$ cat config.mk
export PLATFORM = sky130hd
export DESIGN_NAME = iutbc_top
export DESIGN_NICKNAME = d
export VERILOG_FILES = /design/src/iutbc_secded.v /design/src/iutbc_cache_ctl.v /design/src/iutbc_top.v
export VERILOG_INCLUDE_DIRS = /design/src /design/src/src
export SDC_FILE = /design/constraint.sdc
export NUM_CORES = 1
export LEC_CHECK = 0
export BUFFER_PORTS_ARGS = -buffer_cell sky130_fd_sc_hd__buf_2
export CAP_MARGIN = 25
export CORE_MARGIN = 5
export CORE_UTILIZATION = 58
export CTS_BUF_LIST = sky130_fd_sc_hd__clkbuf_16
export CTS_CLUSTER_SIZE = 12
export DETAILED_ROUTE_END_ITERATION = 6
export HOLD_SLACK_MARGIN = 0.15
export PLACE_DENSITY_LB_ADDON = 0.12
export SLEW_MARGIN = 30
export SYNTH_ARGS = -nofsm -noshare
export SYNTH_HDL_FRONTEND = slang
export SYNTH_SLANG_ARGS = --single-unit
$ cat constraint.sdc
create_clock -name pclk -period 5.3 [get_ports pclk]
set_clock_uncertainty 0.2 [all_clocks]
set_input_delay 0.795 -clock pclk [delete_from_list [all_inputs] [get_ports pclk]]
set_output_delay 0.795 -clock pclk [all_outputs]
set_load 0.05 [all_outputs]
$ cat src/iutbc_defs.vh
// Constants for the trap, boot and cache control block.
`ifndef IUTBC_DEFS_VH
`define IUTBC_DEFS_VH
// APB register byte offsets and field positions.
`define IUTBC_OFF_CTRL    12'h000
`define IUTBC_OFF_STAT    12'h004
`define IUTBC_OFF_TRAP    12'h008
`define IUTBC_OFF_ECC     12'h00c
`define IUTBC_CTRL_FPU    0
`define IUTBC_CTRL_CP     1
`define IUTBC_CTRL_ET     2
`define IUTBC_CTRL_SUP    3
`define IUTBC_CTRL_DBGRES 4
`define IUTBC_CTRL_RST    2'h0
// Boot.
`define IUTBC_BOOT_PC     28'h0000000
`define IUTBC_BOOT_ADDR_MC 3'h3
`define IUTBC_BOOT_CS_MC  3'h4
`define IUTBC_DBG_INSNS   3'h4
`define IUTBC_PW_8        2'h0
`define IUTBC_PW_16       2'h1
`define IUTBC_PW_32       2'h2
// Instruction classes.
`define IUTBC_C_OTHER     4'h0
`define IUTBC_C_JMPL      4'h1
`define IUTBC_C_LDD       4'h2
`define IUTBC_C_ST        4'h3
`define IUTBC_C_STD       4'h4
`define IUTBC_C_LDST      4'h5
`define IUTBC_C_MUL       4'h6
`define IUTBC_C_DIV       4'h7
`define IUTBC_C_FPOP      4'h8
`define IUTBC_C_CPOP      4'h9
`define IUTBC_C_SAVE      4'ha
`define IUTBC_C_RESTORE   4'hb
`define IUTBC_C_TICC      4'hc
`define IUTBC_C_UNIMP     4'hd
// Execution cycle counts.
`define IUTBC_CYC_1       6'h01
`define IUTBC_CYC_2       6'h02
`define IUTBC_CYC_3       6'h03
`define IUTBC_CYC_4       6'h04
`define IUTBC_CYC_DIV     6'h23
`define IUTBC_CYC_TRAP    6'h04
// External cause inputs.
`define IUTBC_X_WRERR     0
`define IUTBC_X_IACC      1
`define IUTBC_X_WATCH     2
`define IUTBC_X_ALIGN     3
`define IUTBC_X_FPEXC     4
`define IUTBC_X_DACC      5
`define IUTBC_X_TAG       6
`define IUTBC_X_DIVZ      7
// Trap type codes.
`define IUTBC_TT_RESET    8'h00
`define IUTBC_TT_WRERR    8'h2b
`define IUTBC_TT_IACC     8'h01
`define IUTBC_TT_PRIV     8'h03
`define IUTBC_TT_ILL      8'h02
`define IUTBC_TT_FPDIS    8'h04
`define IUTBC_TT_CPDIS    8'h24
`define IUTBC_TT_WATCH    8'h0b
`define IUTBC_TT_WOVF     8'h05
`define IUTBC_TT_WUNF     8'h06
`define IUTBC_TT_REGHW    8'h20
`define IUTBC_TT_ALIGN    8'h07
`define IUTBC_TT_FPEXC    8'h08
`define IUTBC_TT_DACC     8'h09
`define IUTBC_TT_TAG      8'h0a
`define IUTBC_TT_DIVZ     8'h2a
`define IUTBC_TT_SW       8'h80
`define IUTBC_TT_IRQ      8'h10
`endif

$ cat src/iutbc_secded.v
// Register file single-error-correct, double-error-detect checker.
module iutbc_secded (
	input  wire [38:0] cw_in,
	output reg  [31:0] data_out,
	output reg  [38:0] cw_fix,
	output reg         err_single,
	output reg         err_double
);
	reg [5:0] syn;
	reg       par;
	integer   i;
	integer   k;

	// Bits 38..1 are Hamming positions, bit 0 is overall parity.
	always @* begin
		syn = 6'h00;
		par = cw_in[0];
		k = 0;
		data_out = 32'h00000000;
		for (i = 1; i < 39; i = i + 1) begin
			par = par ^ cw_in[i];
			if (cw_in[i])
				syn = syn ^ i[5:0];
		end
		cw_fix = cw_in;
		err_single = par & (syn < 6'd39);
		err_double = ((syn != 6'h00) & ~par) | (par & (syn > 6'd38));
		if (err_single)
			cw_fix[syn] = ~cw_in[syn];
		for (i = 1; i < 39; i = i + 1) begin
			if ((i & (i - 1)) != 0) begin
				data_out[k] = cw_fix[i];
				k = k + 1;
			end
		end
	end
endmodule

$ cat src/iutbc_cache_ctl.v
// Cacheability, alternate space decode, LRU choice and parity fallback.
`include "iutbc_defs.vh"
module iutbc_cache_ctl #(
	parameter IDXB = 4
) (
	input  wire        pclk,
	input  wire        presetn,
	input  wire        acc_valid,
	input  wire        acc_icache,
	input  wire [31:0] acc_addr,
	input  wire [3:0]  acc_asi,
	input  wire        hit,
	input  wire        hit_set,
	input  wire        fill,
	input  wire        par_err,
	output reg         cacheable_q,
	output reg         force_miss_q,
	output reg         upd_hit_q,
	output reg         flush_i_q,
	output reg         flush_d_q,
	output reg         diag_q,
	output reg  [1:0]  diag_sel_q,
	output reg         bypass_q,
	output reg         victim_q
);
	reg  [(2 << IDXB) - 1:0] lru_q;
	wire [IDXB:0]            idx = {acc_icache, acc_addr[IDXB + 4:5]};
	wire                     cach;

	assign cach = ~acc_addr[31] & ~(acc_addr[30:29] == 2'h1);

	always @(posedge pclk or negedge presetn) begin
		if (!presetn) begin
			lru_q <= {(2 << IDXB){1'b0}};
			cacheable_q <= 1'b0;
			force_miss_q <= 1'b0;
			upd_hit_q <= 1'b0;
			flush_i_q <= 1'b0;
			flush_d_q <= 1'b0;
			diag_q <= 1'b0;
			diag_sel_q <= 2'h0;
			bypass_q <= 1'b0;
			victim_q <= 1'b0;
		end else begin
			cacheable_q <= acc_valid & cach & ~par_err;
			force_miss_q <= acc_valid & ((acc_asi[3:2] == 2'h0) | (acc_asi == 4'h4) |
				(acc_asi == 4'h7));
			upd_hit_q <= acc_valid & ((acc_asi == 4'h4) | (acc_asi == 4'h7));
			flush_i_q <= acc_valid & (acc_asi == 4'h5);
			flush_d_q <= acc_valid & (acc_asi == 4'h6);
			diag_q <= acc_valid & (acc_asi[3:2] == 2'h3);
			diag_sel_q <= acc_asi[1:0];
			bypass_q <= acc_valid & par_err;
			victim_q <= lru_q[idx];
			if (acc_valid & ~par_err & cach) begin
				if (hit)
					lru_q[idx] <= ~hit_set;
				else if (fill)
					lru_q[idx] <= ~lru_q[idx];
			end
		end
	end
endmodule

$ cat src/iutbc_top.v
// Integer unit trap, boot, register file recovery and cache control.
//
// Chosen here: the APB slave port and the placing of the registers.
`include "iutbc_defs.vh"
// Contract
// - Issue takes 2,3,4,35 or 1 cycles by instruction class.
// - Pipeline stalls during FP execution; quad operands are not supported.
// - Debug pins low at reset: normal run from address zero, the PROM.
// - Width strap: 00 is 8-bit, 01 is 16-bit, 1x is 32-bit PROM.
// - Debug pins high: run 4 instructions from zero, then enter debug mode.
// - PROM address 3 memory clocks after reset, select and read one later.
// - Each trap has a fixed code and priority; reset 0x00, write error 0x2B.
// - Unimplemented instruction traps with code 0x02, priority 5.
// - Privileged instruction in user mode traps with 0x03, priority 4.
// - FP disabled traps 0x04, coprocessor disabled 0x24, both priority 6.
// - Window overflow 0x05, underflow 0x06, both priority 8.
// - Misaligned access traps with 0x07, priority 10.
// - Software trap uses code 0x80 to 0xFF, priority 16.
// - Register file words carry a single-correct double-detect Hamming code.
// - Correctable error: halt, write back corrected word, resume same instruction.
// - Uncorrectable register file error traps with code 0x20.
// - Only PROM and RAM regions are cacheable.
// - Alternate space codes select miss, flush, normal or diagnostic access.
// - Both caches replace their least recently used set.
// - Cache parity error discards the copy and reads external memory.
// - Simultaneous traps: only the highest priority one is taken.
// - Reset starts at zero with trap enable clear and supervisor set.
module iutbc_top #(
	parameter [3:0] MCLK_DIV = 4'h2,
	parameter       IDXB     = 4
) (
	input  wire        pclk,
	input  wire        presetn,
	input  wire        psel,
	input  wire        penable,
	input  wire        pwrite,
	input  wire [11:0] paddr,
	input  wire [31:0] pwdata,
	output reg  [31:0] prdata,
	output wire        pready,
	output wire        pslverr,
	input  wire        debug_break_pin,
	input  wire        debug_unit_enable_pin,
	input  wire [1:0]  prom_width_strap,
	input  wire [3:0]  prom_bank_size,
	output reg         mem_clk_out,
	output reg  [27:0] prom_addr,
	output reg         prom_addr_valid,
	output reg         prom_cs_n,
	output reg         prom_rd_n,
	output reg  [1:0]  prom_width_sel,
	output reg         debug_mode,
	input  wire        instr_valid,
	input  wire [3:0]  instr_class,
	input  wire        instr_priv,
	input  wire        win_invalid,
	input  wire        fp_quad,
	input  wire        ticc_true,
	input  wire [6:0]  ticc_num,
	input  wire [7:0]  cause_in,
	input  wire [3:0]  irq_level,
	input  wire        fpu_done,
	output wire        instr_ready,
	output reg         fpu_start,
	output reg         trap_taken,
	output reg  [7:0]  trap_type_code,
	output reg         error_mode,
	output reg  [1:0]  processor_state_register,
	input  wire        rf_rd_valid,
	input  wire [7:0]  rf_rd_addr,
	input  wire [38:0] rf_rd_cw,
	output reg         rf_wb_en,
	output reg  [7:0]  rf_wb_addr,
	output reg  [38:0] rf_wb_cw,
	output reg         replay,
	input  wire        acc_valid,
	input  wire        acc_icache,
	input  wire [31:0] acc_addr,
	input  wire [3:0]  acc_asi,
	input  wire        cache_hit,
	input  wire        cache_hit_set,
	input  wire        cache_fill,
	input  wire        cache_par_err,
	output wire        cacheable,
	output wire        force_miss,
	output wire        update_on_hit,
	output wire        flush_icache,
	output wire        flush_dcache,
	output wire        diag_access,
	output wire [1:0]  diag_sel,
	output wire        use_external,
	output wire        victim_set
);
	// ************************************************************
	// Local states and helpers
	// ************************************************************
	localparam [1:0] B_CAP = 2'h0, B_WAIT = 2'h1, B_RUN = 2'h2;
	localparam [1:0] E_IDLE = 2'h0, E_WB = 2'h1, E_RES = 2'h2;

	function [5:0] cycles_for;
		input [3:0] cls;
		begin
			case (cls)
				`IUTBC_C_JMPL, `IUTBC_C_LDD, `IUTBC_C_ST: cycles_for = `IUTBC_CYC_2;
				`IUTBC_C_STD, `IUTBC_C_LDST: cycles_for = `IUTBC_CYC_3;
				`IUTBC_C_MUL: cycles_for = `IUTBC_CYC_4;
				`IUTBC_C_DIV: cycles_for = `IUTBC_CYC_DIV;
				default: cycles_for = `IUTBC_CYC_1;
			endcase
		end
	endfunction

	// Returns {valid, code}; earlier tests win, so the order is the ranking.
	function [8:0] trap_pick;
		input [15:0] c;
		input [6:0]  swn;
		input [3:0]  irq;
		input        et;
		begin
			if (c[0]) trap_pick = {1'b1, `IUTBC_TT_WRERR};
			else if (c[1]) trap_pick = {1'b1, `IUTBC_TT_IACC};
			else if (c[2]) trap_pick = {1'b1, `IUTBC_TT_PRIV};
			else if (c[3]) trap_pick = {1'b1, `IUTBC_TT_ILL};
			else if (c[4]) trap_pick = {1'b1, `IUTBC_TT_FPDIS};
			else if (c[5]) trap_pick = {1'b1, `IUTBC_TT_CPDIS};
			else if (c[6]) trap_pick = {1'b1, `IUTBC_TT_WATCH};
			else if (c[7]) trap_pick = {1'b1, `IUTBC_TT_WOVF};
			else if (c[8]) trap_pick = {1'b1, `IUTBC_TT_WUNF};
			else if (c[9]) trap_pick = {1'b1, `IUTBC_TT_REGHW};
			else if (c[10]) trap_pick = {1'b1, `IUTBC_TT_ALIGN};
			else if (c[11]) trap_pick = {1'b1, `IUTBC_TT_FPEXC};
			else if (c[12]) trap_pick = {1'b1, `IUTBC_TT_DACC};
			else if (c[13]) trap_pick = {1'b1, `IUTBC_TT_TAG};
			else if (c[14]) trap_pick = {1'b1, `IUTBC_TT_DIVZ};
			else if (c[15]) trap_pick = {1'b1, `IUTBC_TT_SW | {1'b0, swn}};
			else if (et && irq != 4'h0) trap_pick = {1'b1, `IUTBC_TT_IRQ | {4'h0, irq}};
			else trap_pick = 9'h000;
		end
	endfunction

	function reg_hit;
		input [11:0] a;
		begin
			reg_hit = (a == `IUTBC_OFF_CTRL) | (a == `IUTBC_OFF_STAT) |
				(a == `IUTBC_OFF_TRAP) | (a == `IUTBC_OFF_ECC);
		end
	endfunction

	// ************************************************************
	// State
	// ************************************************************
	reg  [3:0]  mclk_cnt_q;
	reg         mclk_en_q;
	reg  [1:0]  boot_q;
	reg  [2:0]  mcyc_q;
	reg         dbg_boot_q;
	reg  [2:0]  dbg_cnt_q;
	reg  [3:0]  bank_q;
	reg  [5:0]  cyc_q;
	reg         fp_busy_q;
	reg  [1:0]  ctrl_q;
	reg  [1:0]  ecc_q;
	reg         rf_uerr_q;
	reg  [15:0] corr_cnt_q;
	reg  [15:0] uerr_cnt_q;
	wire        hold;
	wire        issue;
	wire [15:0] causes;
	wire [8:0]  pick;
	wire [31:0] rf_data;
	wire [38:0] rf_fix;
	wire        rf_single;
	wire        rf_double;
	wire        wr_acc;

	iutbc_secded u_secded (
		.cw_in      (rf_rd_cw),
		.data_out   (rf_data),
		.cw_fix     (rf_fix),
		.err_single (rf_single),
		.err_double (rf_double)
	);

	iutbc_cache_ctl #(
		.IDXB (IDXB)
	) u_cache (
		.pclk         (pclk),
		.presetn      (presetn),
		.acc_valid    (acc_valid),
		.acc_icache   (acc_icache),
		.acc_addr     (acc_addr),
		.acc_asi      (acc_asi),
		.hit          (cache_hit),
		.hit_set      (cache_hit_set),
		.fill         (cache_fill),
		.par_err      (cache_par_err),
		.cacheable_q  (cacheable),
		.force_miss_q (force_miss),
		.upd_hit_q    (update_on_hit),
		.flush_i_q    (flush_icache),
		.flush_d_q    (flush_dcache),
		.diag_q       (diag_access),
		.diag_sel_q   (diag_sel),
		.bypass_q     (use_external),
		.victim_q     (victim_set)
	);

	// ************************************************************
	// Pipeline hold and trap selection
	// ************************************************************
	// Issue hold: busy count, FP, register file recovery, boot, debug and error mode.
	assign hold = (cyc_q != 6'h00) | fp_busy_q | (ecc_q != E_IDLE) | (boot_q != B_RUN) |
		debug_mode | error_mode;
	assign instr_ready = ~hold;
	assign issue = instr_valid & ~hold;

	assign causes = {
		ticc_true & (instr_class == `IUTBC_C_TICC),
		cause_in[`IUTBC_X_DIVZ],
		cause_in[`IUTBC_X_TAG],
		cause_in[`IUTBC_X_DACC],
		cause_in[`IUTBC_X_FPEXC] | (fp_quad & (instr_class == `IUTBC_C_FPOP)),
		cause_in[`IUTBC_X_ALIGN],
		rf_uerr_q,
		win_invalid & (instr_class == `IUTBC_C_RESTORE),
		win_invalid & (instr_class == `IUTBC_C_SAVE),
		cause_in[`IUTBC_X_WATCH],
		~ctrl_q[`IUTBC_CTRL_CP] & (instr_class == `IUTBC_C_CPOP),
		~ctrl_q[`IUTBC_CTRL_FPU] & (instr_class == `IUTBC_C_FPOP),
		instr_class == `IUTBC_C_UNIMP,
		instr_priv & ~processor_state_register[1],
		cause_in[`IUTBC_X_IACC],
		cause_in[`IUTBC_X_WRERR]};

	assign pick = trap_pick(causes, ticc_num, irq_level, processor_state_register[0]);

	// ************************************************************
	// APB slave: zero wait, read data captured in the setup cycle
	// ************************************************************
	assign pready = 1'b1;
	assign pslverr = psel & penable & ~reg_hit(paddr);
	assign wr_acc = psel & penable & pwrite & reg_hit(paddr);

	always @(posedge pclk or negedge presetn) begin
		if (!presetn) begin
			prdata <= 32'h00000000;
		end else if (psel & ~penable & ~pwrite) begin
			case (paddr)
				`IUTBC_OFF_CTRL: prdata <= {30'h0, ctrl_q};
				`IUTBC_OFF_STAT: prdata <= {18'h0, bank_q, prom_width_sel, error_mode,
					debug_mode, dbg_boot_q, boot_q == B_RUN, fp_busy_q, ecc_q != E_IDLE,
					processor_state_register};
				`IUTBC_OFF_TRAP: prdata <= {24'h0, trap_type_code};
				`IUTBC_OFF_ECC: prdata <= {uerr_cnt_q, corr_cnt_q};
				default: prdata <= 32'h00000000;
			endcase
		end
	end

	// ************************************************************
	// Memory clock divider and boot sequence
	// ************************************************************
	always @(posedge pclk or negedge presetn) begin
		if (!presetn) begin
			mclk_cnt_q <= 4'h0;
			mclk_en_q <= 1'b0;
			mem_clk_out <= 1'b0;
		end else begin
			mclk_en_q <= 1'b0;
			if (mclk_cnt_q == MCLK_DIV - 4'h1) begin
				mclk_cnt_q <= 4'h0;
				mclk_en_q <= 1'b1;
			end else begin
				mclk_cnt_q <= mclk_cnt_q + 4'h1;
			end
			if (mclk_cnt_q == 4'h0)
				mem_clk_out <= 1'b1;
			else if (mclk_cnt_q == {1'b0, MCLK_DIV[3:1]})
				mem_clk_out <= 1'b0;
		end
	end

	// Straps are sampled on the first edge after release, never under reset.
	always @(posedge pclk or negedge presetn) begin
		if (!presetn) begin
			boot_q <= B_CAP;
			mcyc_q <= 3'h0;
			dbg_boot_q <= 1'b0;
			dbg_cnt_q <= 3'h0;
			bank_q <= 4'h0;
			prom_width_sel <= `IUTBC_PW_8;
			prom_addr <= `IUTBC_BOOT_PC;
			prom_addr_valid <= 1'b0;
			prom_cs_n <= 1'b1;
			prom_rd_n <= 1'b1;
			debug_mode <= 1'b0;
		end else begin
			case (boot_q)
				B_CAP: begin
					// Boot mode from the debug pins.
					dbg_boot_q <= debug_break_pin & debug_unit_enable_pin;
					bank_q <= prom_bank_size;
					if (prom_width_strap[1])
						prom_width_sel <= `IUTBC_PW_32;
					else if (prom_width_strap[0])
						prom_width_sel <= `IUTBC_PW_16;
					else
						prom_width_sel <= `IUTBC_PW_8;
					boot_q <= B_WAIT;
				end
				B_WAIT: begin
					// Address then select on memory clock steps.
					if (mclk_en_q) begin
						mcyc_q <= mcyc_q + 3'h1;
						if (mcyc_q + 3'h1 == `IUTBC_BOOT_ADDR_MC) begin
							prom_addr <= `IUTBC_BOOT_PC;
							prom_addr_valid <= 1'b1;
						end
						if (mcyc_q + 3'h1 == `IUTBC_BOOT_CS_MC) begin
							prom_cs_n <= 1'b0;
							prom_rd_n <= 1'b0;
							boot_q <= B_RUN;
						end
					end
				end
				B_RUN: begin
					if (dbg_boot_q & issue & (dbg_cnt_q != `IUTBC_DBG_INSNS)) begin
						dbg_cnt_q <= dbg_cnt_q + 3'h1;
						if (dbg_cnt_q + 3'h1 == `IUTBC_DBG_INSNS)
							debug_mode <= 1'b1;
					end
					if (wr_acc & (paddr == `IUTBC_OFF_CTRL) & pwdata[`IUTBC_CTRL_DBGRES])
						debug_mode <= 1'b0;
				end
				default: boot_q <= B_CAP;
			endcase
		end
	end

	// ************************************************************
	// Issue timing, traps and processor state
	// ************************************************************
	always @(posedge pclk or negedge presetn) begin
		if (!presetn) begin
			cyc_q <= 6'h00;
			fp_busy_q <= 1'b0;
			fpu_start <= 1'b0;
			trap_taken <= 1'b0;
			trap_type_code <= `IUTBC_TT_RESET;
			error_mode <= 1'b0;
			processor_state_register <= 2'h2;
			ctrl_q <= `IUTBC_CTRL_RST;
		end else begin
			fpu_start <= 1'b0;
			trap_taken <= 1'b0;
			if (cyc_q != 6'h00)
				cyc_q <= cyc_q - 6'h01;
			if (fpu_done)
				fp_busy_q <= 1'b0;
			if (wr_acc & (paddr == `IUTBC_OFF_CTRL)) begin
				ctrl_q <= {pwdata[`IUTBC_CTRL_CP], pwdata[`IUTBC_CTRL_FPU]};
				processor_state_register <= {pwdata[`IUTBC_CTRL_SUP], pwdata[`IUTBC_CTRL_ET]};
			end
			if (issue) begin
				if (pick[8]) begin
					if (processor_state_register[0]) begin
						trap_taken <= 1'b1;
						trap_type_code <= pick[7:0];
						processor_state_register <= 2'h2;
						cyc_q <= `IUTBC_CYC_TRAP - 6'h01;
					end else begin
						// A trap with traps disabled stops the core.
						error_mode <= 1'b1;
						trap_type_code <= pick[7:0];
					end
				end else begin
					cyc_q <= cycles_for(instr_class) - 6'h01;
					if (instr_class == `IUTBC_C_FPOP) begin
						fp_busy_q <= 1'b1;
						fpu_start <= 1'b1;
					end
				end
			end
		end
	end

	// ************************************************************
	// Register file error recovery
	// ************************************************************
	always @(posedge pclk or negedge presetn) begin
		if (!presetn) begin
			ecc_q <= E_IDLE;
			rf_wb_en <= 1'b0;
			rf_wb_addr <= 8'h00;
			rf_wb_cw <= 39'h0;
			replay <= 1'b0;
			rf_uerr_q <= 1'b0;
			corr_cnt_q <= 16'h0000;
			uerr_cnt_q <= 16'h0000;
		end else begin
			rf_wb_en <= 1'b0;
			replay <= 1'b0;
			// Pending uncorrectable error; a new one wins over the clear.
			rf_uerr_q <= (rf_rd_valid & rf_double) | (rf_uerr_q & ~issue);
			if (wr_acc & (paddr == `IUTBC_OFF_ECC)) begin
				corr_cnt_q <= 16'h0000;
				uerr_cnt_q <= 16'h0000;
			end
			if (rf_rd_valid & rf_double)
				uerr_cnt_q <= uerr_cnt_q + 16'h0001;
			case (ecc_q)
				E_IDLE: begin
					// Halt and write back the corrected word.
					if (rf_rd_valid & rf_single) begin
						rf_wb_addr <= rf_rd_addr;
						rf_wb_cw <= rf_fix;
						rf_wb_en <= 1'b1;
						corr_cnt_q <= corr_cnt_q + 16'h0001;
						ecc_q <= E_WB;
					end
				end
				E_WB: ecc_q <= E_RES;
				E_RES: begin
					replay <= 1'b1;
					ecc_q <= E_IDLE;
				end
				default: ecc_q <= E_IDLE;
			endcase
		end
	end
endmodule

==> qor.yml, run 1 <==
route:
  met3_wirelength_um: 2590
  drt_iter0_markers: 623
  drtPass1Iterations: 5
  vias: 9769
  wl_met2_um: 15100
  viasPerCell: 5.82
  drc: 0
  wl_met1_um: 13300
  ant_nets: 0
  wl_um: 31600
  wl_per_cell_um: 18.8
  top_layer_used: "met5"
finish:
  fin_nets: 1585
  diodes: 0
  syn2layout_area_growth_pct: 16.9
  fillers: 1579
  final_area_um2: 13600
  drive_above_1_share_pct: 26.8
global_route:
  grt_max_degree: 106
  grt_overflow: 0
  grt_pass1_vias: 9778
  grt_pass1_wl_um: 52000
  antenna_found_initial: 1
  gr-usage-all-layers_pct: 26.8
die:
  die_h_um: 152
  fp.coreArea_um2: 19700
  core.rowCount: 51
  io_pins: 318
  die-area_um2: 23000
  die_x_um: 152
  start_util_pct: 59.3
clock_network:
  cts_hold_buf: 0
  clockBufferDepth: 3
  htreeDepth: 1
  cts_root_buf: "clkbuf_16"
  cts_setup_buffers: 0
  numCtsBuffers: 23
  cts_sinks: 204
  clk_latency_ns: 0.50
  clkTransAtPathRegs_ns: 0.06
  post_cts_resized: 0
  cts_tree: "done"
sta:
  final.setup.tns_ns: 0
  setup_slack_ns: 1.15
  rsz0062_at_grt: "no"
  hold_viol: 0
  period_needed_ns: 4.15
  setup_violations: 0
  drv_slew: 0
  maxSlewHeadroom_pct: 37.9
  finalCritPeriodShare_pct: 78.3
  fmax_ghz: 0.241
  tightest_slew_ns: 0.925
  holdWs_ns: 0.204
yosys:
  yosys.cell_types.count: 79
  synthCells: 1180
  synth.area.top_cells: "dfrtp_1, nand2_1, mux2_2, xnor2_1, nor2_1"
  async_reset_ff_share_pct: 100
  synth.most_common_cell: "dfrtp_1"
  synth-seq-cells: 204
  yosys.area.top_type: "dfrtp_1"
  synth_edf_count: 0
  synthFlopType: "dfrtp_1"
  synth.cell_area_um2: 11700
  postSynthAreaPerCell_um2: 9.88
  netlist_top_cells_count: "dfrtp_1, nand2_1, nor2_1, a21oi_1, xnor2_1"
  synth_seq_area_share_pct: 43.8
  ys_warn_count: 0
  synth_top_area_share_pct: 43.3
worst_setup_path:
  crit_family: "XOR/XNOR gates"
  critPathBufInv: 3
  arrival_ns: 4.31
  slowest_stage: "xnor3_2"
  critPathMaxFanout: 55
  critical_path.cell_chain: "buf_2 > xnor2_2 > xnor2_2 > xnor3_2 > xnor3_2 > o32ai_1 > a211o_2 > buf_4 > buf_4 > nand2_1 > nand2_1 > mux2i_1"
  start_kind: "primary input"
  critPathMaxStageDelay_ns: 0.55
  path_class: "primary input to flop"
  crit_path_end_kind: "flop"
  required_ns: 5.47
flow_run:
  maxCapViolCount: 0
power_and_ir_drop:
  leakage_nw: 6.78
  ir_drop_uv: 465
  p_per_area_nw_per_um2: 500
place:
  gp_congestion: 0.971
  dp_hpwl_um: 23300
  dpl-instance-area_um2: 13000
  io_buffers: 236
  dpl_worst_slack_ns: 0.674
worst_hold_path:
  min_path_type: "primary input to async pin"
outcome:
  outcome: "finished, final reports clean"
-- final timing paths --
kind                       slack, ns                    end  cells past startpoint   startpoint
max in group asynchronous       3.65              prom_rd_n                      2      presetn
setup reg to reg                2.43      trap_type_code[2]                      9     cyc_q[0]
setup / recovery                1.15         corr_cnt_q[12]                     12  rf_rd_cw[9]
hold / removal                  0.20      u_cache.lru_q[16]                      1      presetn
min in group pclk               0.26  u_cache.diag_sel_q[1]                      1   acc_asi[1]
hold reg to reg                 0.27              prdata[5]                      2    prdata[5]
-- metal layers --
layer	global-route usage (%)	up-vias
met5	0	-
met4	6.46	2
met3	5.65	56
met2	44.1	431
met1	36.8	4652
li1	-	4628
-- logic make-up after synthesis --
family	after synthesis	synth area share [%]
mux	75	7.95
xor+xnor	81	8.64
fa+ha+maj	11	1.17
simple gates	421	17.9
compound gates	268	15.4
buf+inv	118	5.10
other cells	2	0.0644
flops	204	43.8
-- registers in the layout, summed over array words and instances (netlist names), 2 cells and up --
| name | cells |
|---|---|
| processor_state_register | 2 |
| ctrl_q | 2 |
| prom_width_sel | 2 |
| uerr_cnt_q | 16 |
| trap_type_code | 8 |
| rf_wb_addr | 8 |
| cyc_q | 6 |
| boot_q | 2 |
| dbg_cnt_q | 3 |
| ecc_q | 2 |
| prdata | 32 |
| mcyc_q | 3 |
| corr_cnt_q | 16 |
| u_cache.lru_q | 32 |
| mclk_cnt_q | 4 |
| rf_wb_cw | 39 |
| u_cache.diag_sel_q | 2 |
| bank_q | 4 |
-- worst reg2reg max path: cells and delay by family (launching register included) --
family          cells  cell delay (ns)
simple gates        6             1.70
flops               1             0.40
compound gates      1             0.21
fa+ha+maj           1             0.20
buf+inv             1             0.07
-- cells in the final DEF, fill, tap and decap left out, drive strengths merged, types with 8 or more instances in the layout --
cell type,synthesis,routed
nand2b,9,9
buf,57,252
ha,10,10
nand3,31,31
a31oi,8,8
inv,32,40
conb,2,29
mux4,10,10
a211o,12,12
nor3b,14,14
nor2,85,85
dfrtp,202,202
a22o,20,20
nand2,141,141
or3,9,9
and2,10,10
nor3,43,43
xnor2,55,55
o41ai,8,8
nor4,9,9
clkbuf,29,24
a211oi,21,21
mux2,41,41
o31ai,16,16
xnor3,11,11
nand4,14,14
mux2i,24,24
xor2,13,13
o21ai,73,73
and3,28,28
a21oi,59,59
-- report_power, final --
group | leakage (nW) | internal, W | switching, W | total, W
registers | 2.67 | 0.00182 | 0.000197 | 0.00202
clock network | 0.355 | 0.000830 | 0.000602 | 0.00143
logic | 3.76 | 0.00101 | 0.00235 | 0.00336
-- final cells by class --
| class | count | area, um^2 | area share [%] |
|---|---|---|---|
| Tap cell | 265 | 332 | 2.43 |
| Clock buffer | 23 | 576 | 4.22 |
| Clock inverter | 16 | 97.6 | 0.716 |
| Multi-Input combinational cell | 885 | 6060 | 44.5 |
| Timing Repair Buffer | 253 | 1340 | 9.84 |
| Sequential cell | 204 | 5110 | 37.4 |
| Inverter | 32 | 120 | 0.881 |
-- metrics by stage --
stage | utilization, % | cells | total power, W
after detailed placement | 66.0 | 1639 | 0.00536
after CTS | 69.4 | 1678 | 0.00681
after floorplan | - | 1207 | 0.00450
after global placement | 66.0 | 1639 | 0.00529
after global routing | 69.4 | 1678 | 0.00719
final | 69.4 | 1678 | 0.00681
Power figures use the tool's default switching activity.
==> run 2, diff against run 1 <==
--- a/config.mk
+++ b/config.mk
@@ -9,7 +9,7 @@
 export BUFFER_PORTS_ARGS = -buffer_cell sky130_fd_sc_hd__buf_2
 export CAP_MARGIN = 25
 export CORE_MARGIN = 5
-export CORE_UTILIZATION = 58
+export CORE_UTILIZATION = 48
 export CTS_BUF_LIST = sky130_fd_sc_hd__clkbuf_16
 export CTS_CLUSTER_SIZE = 12
 export DETAILED_ROUTE_END_ITERATION = 6
==> constraint.sdc (replaced) <==
create_clock -name pclk -period 3.3 [get_ports pclk]
set_clock_uncertainty 0.2 [all_clocks]
set_input_delay 0.495 -clock pclk [delete_from_list [all_inputs] [get_ports pclk]]
set_output_delay 0.495 -clock pclk [all_outputs]
set_load 0.05 [all_outputs]
==> run 2 against run 1 <==
Effect of this change: combinational power rose by 91%; clock power rose by 73%; sequential share of layout area fell by 3.9 points; highest routed layer is now met4.
==> qor.yml, run 2 (synthesis results as in run 1) <==
worst_setup_path:
  critPathMaxFanout: 18  # -67%
  path_class: "primary input to flop"
  start_kind: "primary input"
  arrival_ns: 3.46  # -0.85 ns
  required_ns: 3.54  # -1.93 ns
  crit_path_end_kind: "flop"
power_and_ir_drop:
  p_per_area_nw_per_um2: 797  # +60%
  fin_total_pwr_w: 0.0121  # +78%
  leakage_nw: 7.64  # +13%
  ir_drop_uv: 822  # +77%
sta:
  rsz0062_at_grt: "yes"
  drv_slew: 0  # unchanged
  hold_viol: 0  # unchanged
  tightest_slew_ns: 0.644  # -0.280 ns
  holdWs_ns: 0.174  # -0.0296 ns
  period_needed_ns: 3.22
  setup_violations: 0  # unchanged
  fmax_ghz: 0.311
  maxSlewHeadroom_pct: 56.7  # +19 points
  final.setup.tns_ns: 0  # unchanged
  finalCritPeriodShare_pct: 97.5
route:
  drt_iter0_markers: 511  # -18%
  viasPerCell: 5.44  # -6.6%
  ant_nets: 0  # unchanged
  drc: 0  # unchanged
  wl_per_cell_um: 18.2  # -3.5%
  wl_um: 34500  # +9.0%
  vias: 10300  # +5.5%
  drtPass1Iterations: 5  # unchanged
place:
  dp_hpwl_um: 26100  # +12%
  io_buffers: 236  # unchanged
  placedCellCount: 1817  # +11%
  gp_congestion: 0.924  # -4.9%
clock_network:
  cts_root_buf: "clkbuf_16"
  cts_setup_buffers: 0  # unchanged
  numCtsBuffers: 23  # unchanged
  clk_latency_ns: 0.50  # about the same
  cts_tree: "done"
  clockBufferDepth: 3  # unchanged
  clkTransAtPathRegs_ns: 0.06  # about the same
  htreeDepth: 1  # unchanged
  cts_sinks: 204  # unchanged
finish:
  layout_commonest_cell: "buf_2"
  drive_above_1_share_pct: 33.1  # +6.3 points
  syn2layout_area_growth_pct: 30.7
  final_cell_mix: "buf_2, dfrtp_1, nand2_1"
  final_core_util_pct: 63.2  # -6.2 points
  reg_top3: "rf_wb_cw x39, prdata x32, u_cache.lru_q x32"
  diodes: 0  # unchanged
  largest_reg_flops: 39  # unchanged
  fin_nets: 1743  # +10%
  fin_cells: 1896  # +13%
  top_register: "rf_wb_cw"
global_route:
  antenna_found_initial: 0  # -1
  grt_max_degree: 62  # -42%
  gr-usage-all-layers_pct: 24.4  # -2.4 points
  grt_pass1_vias: 10400  # +6.7%
  grt_overflow: 0  # unchanged
  grt_pass1_wl_um: 56000  # +7.7%
worst_hold_path:
  min_path_type: "primary input to flop"
die:
  die_x_um: 166  # +9.3%
  io_pins: 318  # unchanged
  die-area_um2: 27500  # +19%
  die_h_um: 166  # +9.3%
  start_util_pct: 48.4  # -11 points
  fp.coreArea_um2: 24100  # +23%
  core.rowCount: 57  # +12%
flow_run:
  maxCapViolCount: 0  # unchanged
outcome:
  outcome: "finished, final reports clean"
==> run 2: cell types whose count changed in the layout (fill, tap and decap cells not counted), sizes merged <==
cell	change
bufinv	+2
dlygate4sd3	+39
buf	+119
inv	-1
==> run 2: per-layer routing <==
metal	track usage, %	up-vias	wire (um)	part of all wire (%)
met3	4.74	50	1970	5.7
met2	41.0	317	16800	49
met4	6.24	0	725	2.1
met1	32.7	4996	15000	44
met5	0	-	0	0
li1	-	4948	-	-
==> run 2: worst paths after layout <==
path                                                   from                end  slack (ns)  cells past startpoint
worst max-delay path                            rf_rd_cw[5]      uerr_cnt_q[2]        0.08                     12
min in group asynchronous                           presetn  u_cache.lru_q[22]        0.34                      2
worst min-delay path                         instr_class[0]           cyc_q[5]        0.17                      3
worst min register to register                 rf_wb_cw[33]       rf_wb_cw[33]        0.28                      2
worst max register to register  processor_state_register[1]  trap_type_code[0]        0.73                      8
max in group asynchronous                           presetn        rf_wb_cw[0]        1.74                      3
==> run 2: metrics by stage <==
stage	cell area [um^2]	worst slack (ns)
after floorplan	11900	-0.0249
after global placement	14100	-0.589
after detailed placement	14100	-0.608
after CTS	15200	0.0132
after global routing	15200	-0.0234
final	15200	0.0833
==> run 2: critical path, stage by stage <==
cell and delay [ns]:
buf_2 0.11, xor2_1 0.16, xnor2_1 0.39, xnor3_1 0.50, xnor3_2 0.42, xor2_2 0.21, nor2_1 0.09, buf_4 0.15
or3b_1 0.40, buf_12 0.18, nor3b_1 0.20, a221o_1 0.14
==> run 2: area by class of cell <==
| cell class | count | area, um^2 |
|---|---|---|
| repair buffers | 411 | 2660 |
| inverters | 32 | 120 |
| clock inverters | 17 | 154 |
| clock buffers | 23 | 576 |
| fillers | 2126 | 8860 |
| well taps | 324 | 405 |
| multi-input cells | 885 | 6220 |
| flip-flops and latches | 204 | 5110 |
==> run 2: repair_timing <==
item / CTS / global route
pin swaps: 0 / 1
hold buffers: 39 / 0
gates resized for setup: 1 / 6
hold endpoints to repair: 89 / 0
setup endpoints to repair: 5 / 40
==> run 2: where the power goes <==
group | leakage (nW) | internal, W | switching, W | total, W
Sequential | 2.67 | 0.00293 | 0.000323 | 0.00325
Clock | 0.385 | 0.00149 | 0.000990 | 0.00248
Combinational | 4.59 | 0.00243 | 0.00398 | 0.00642
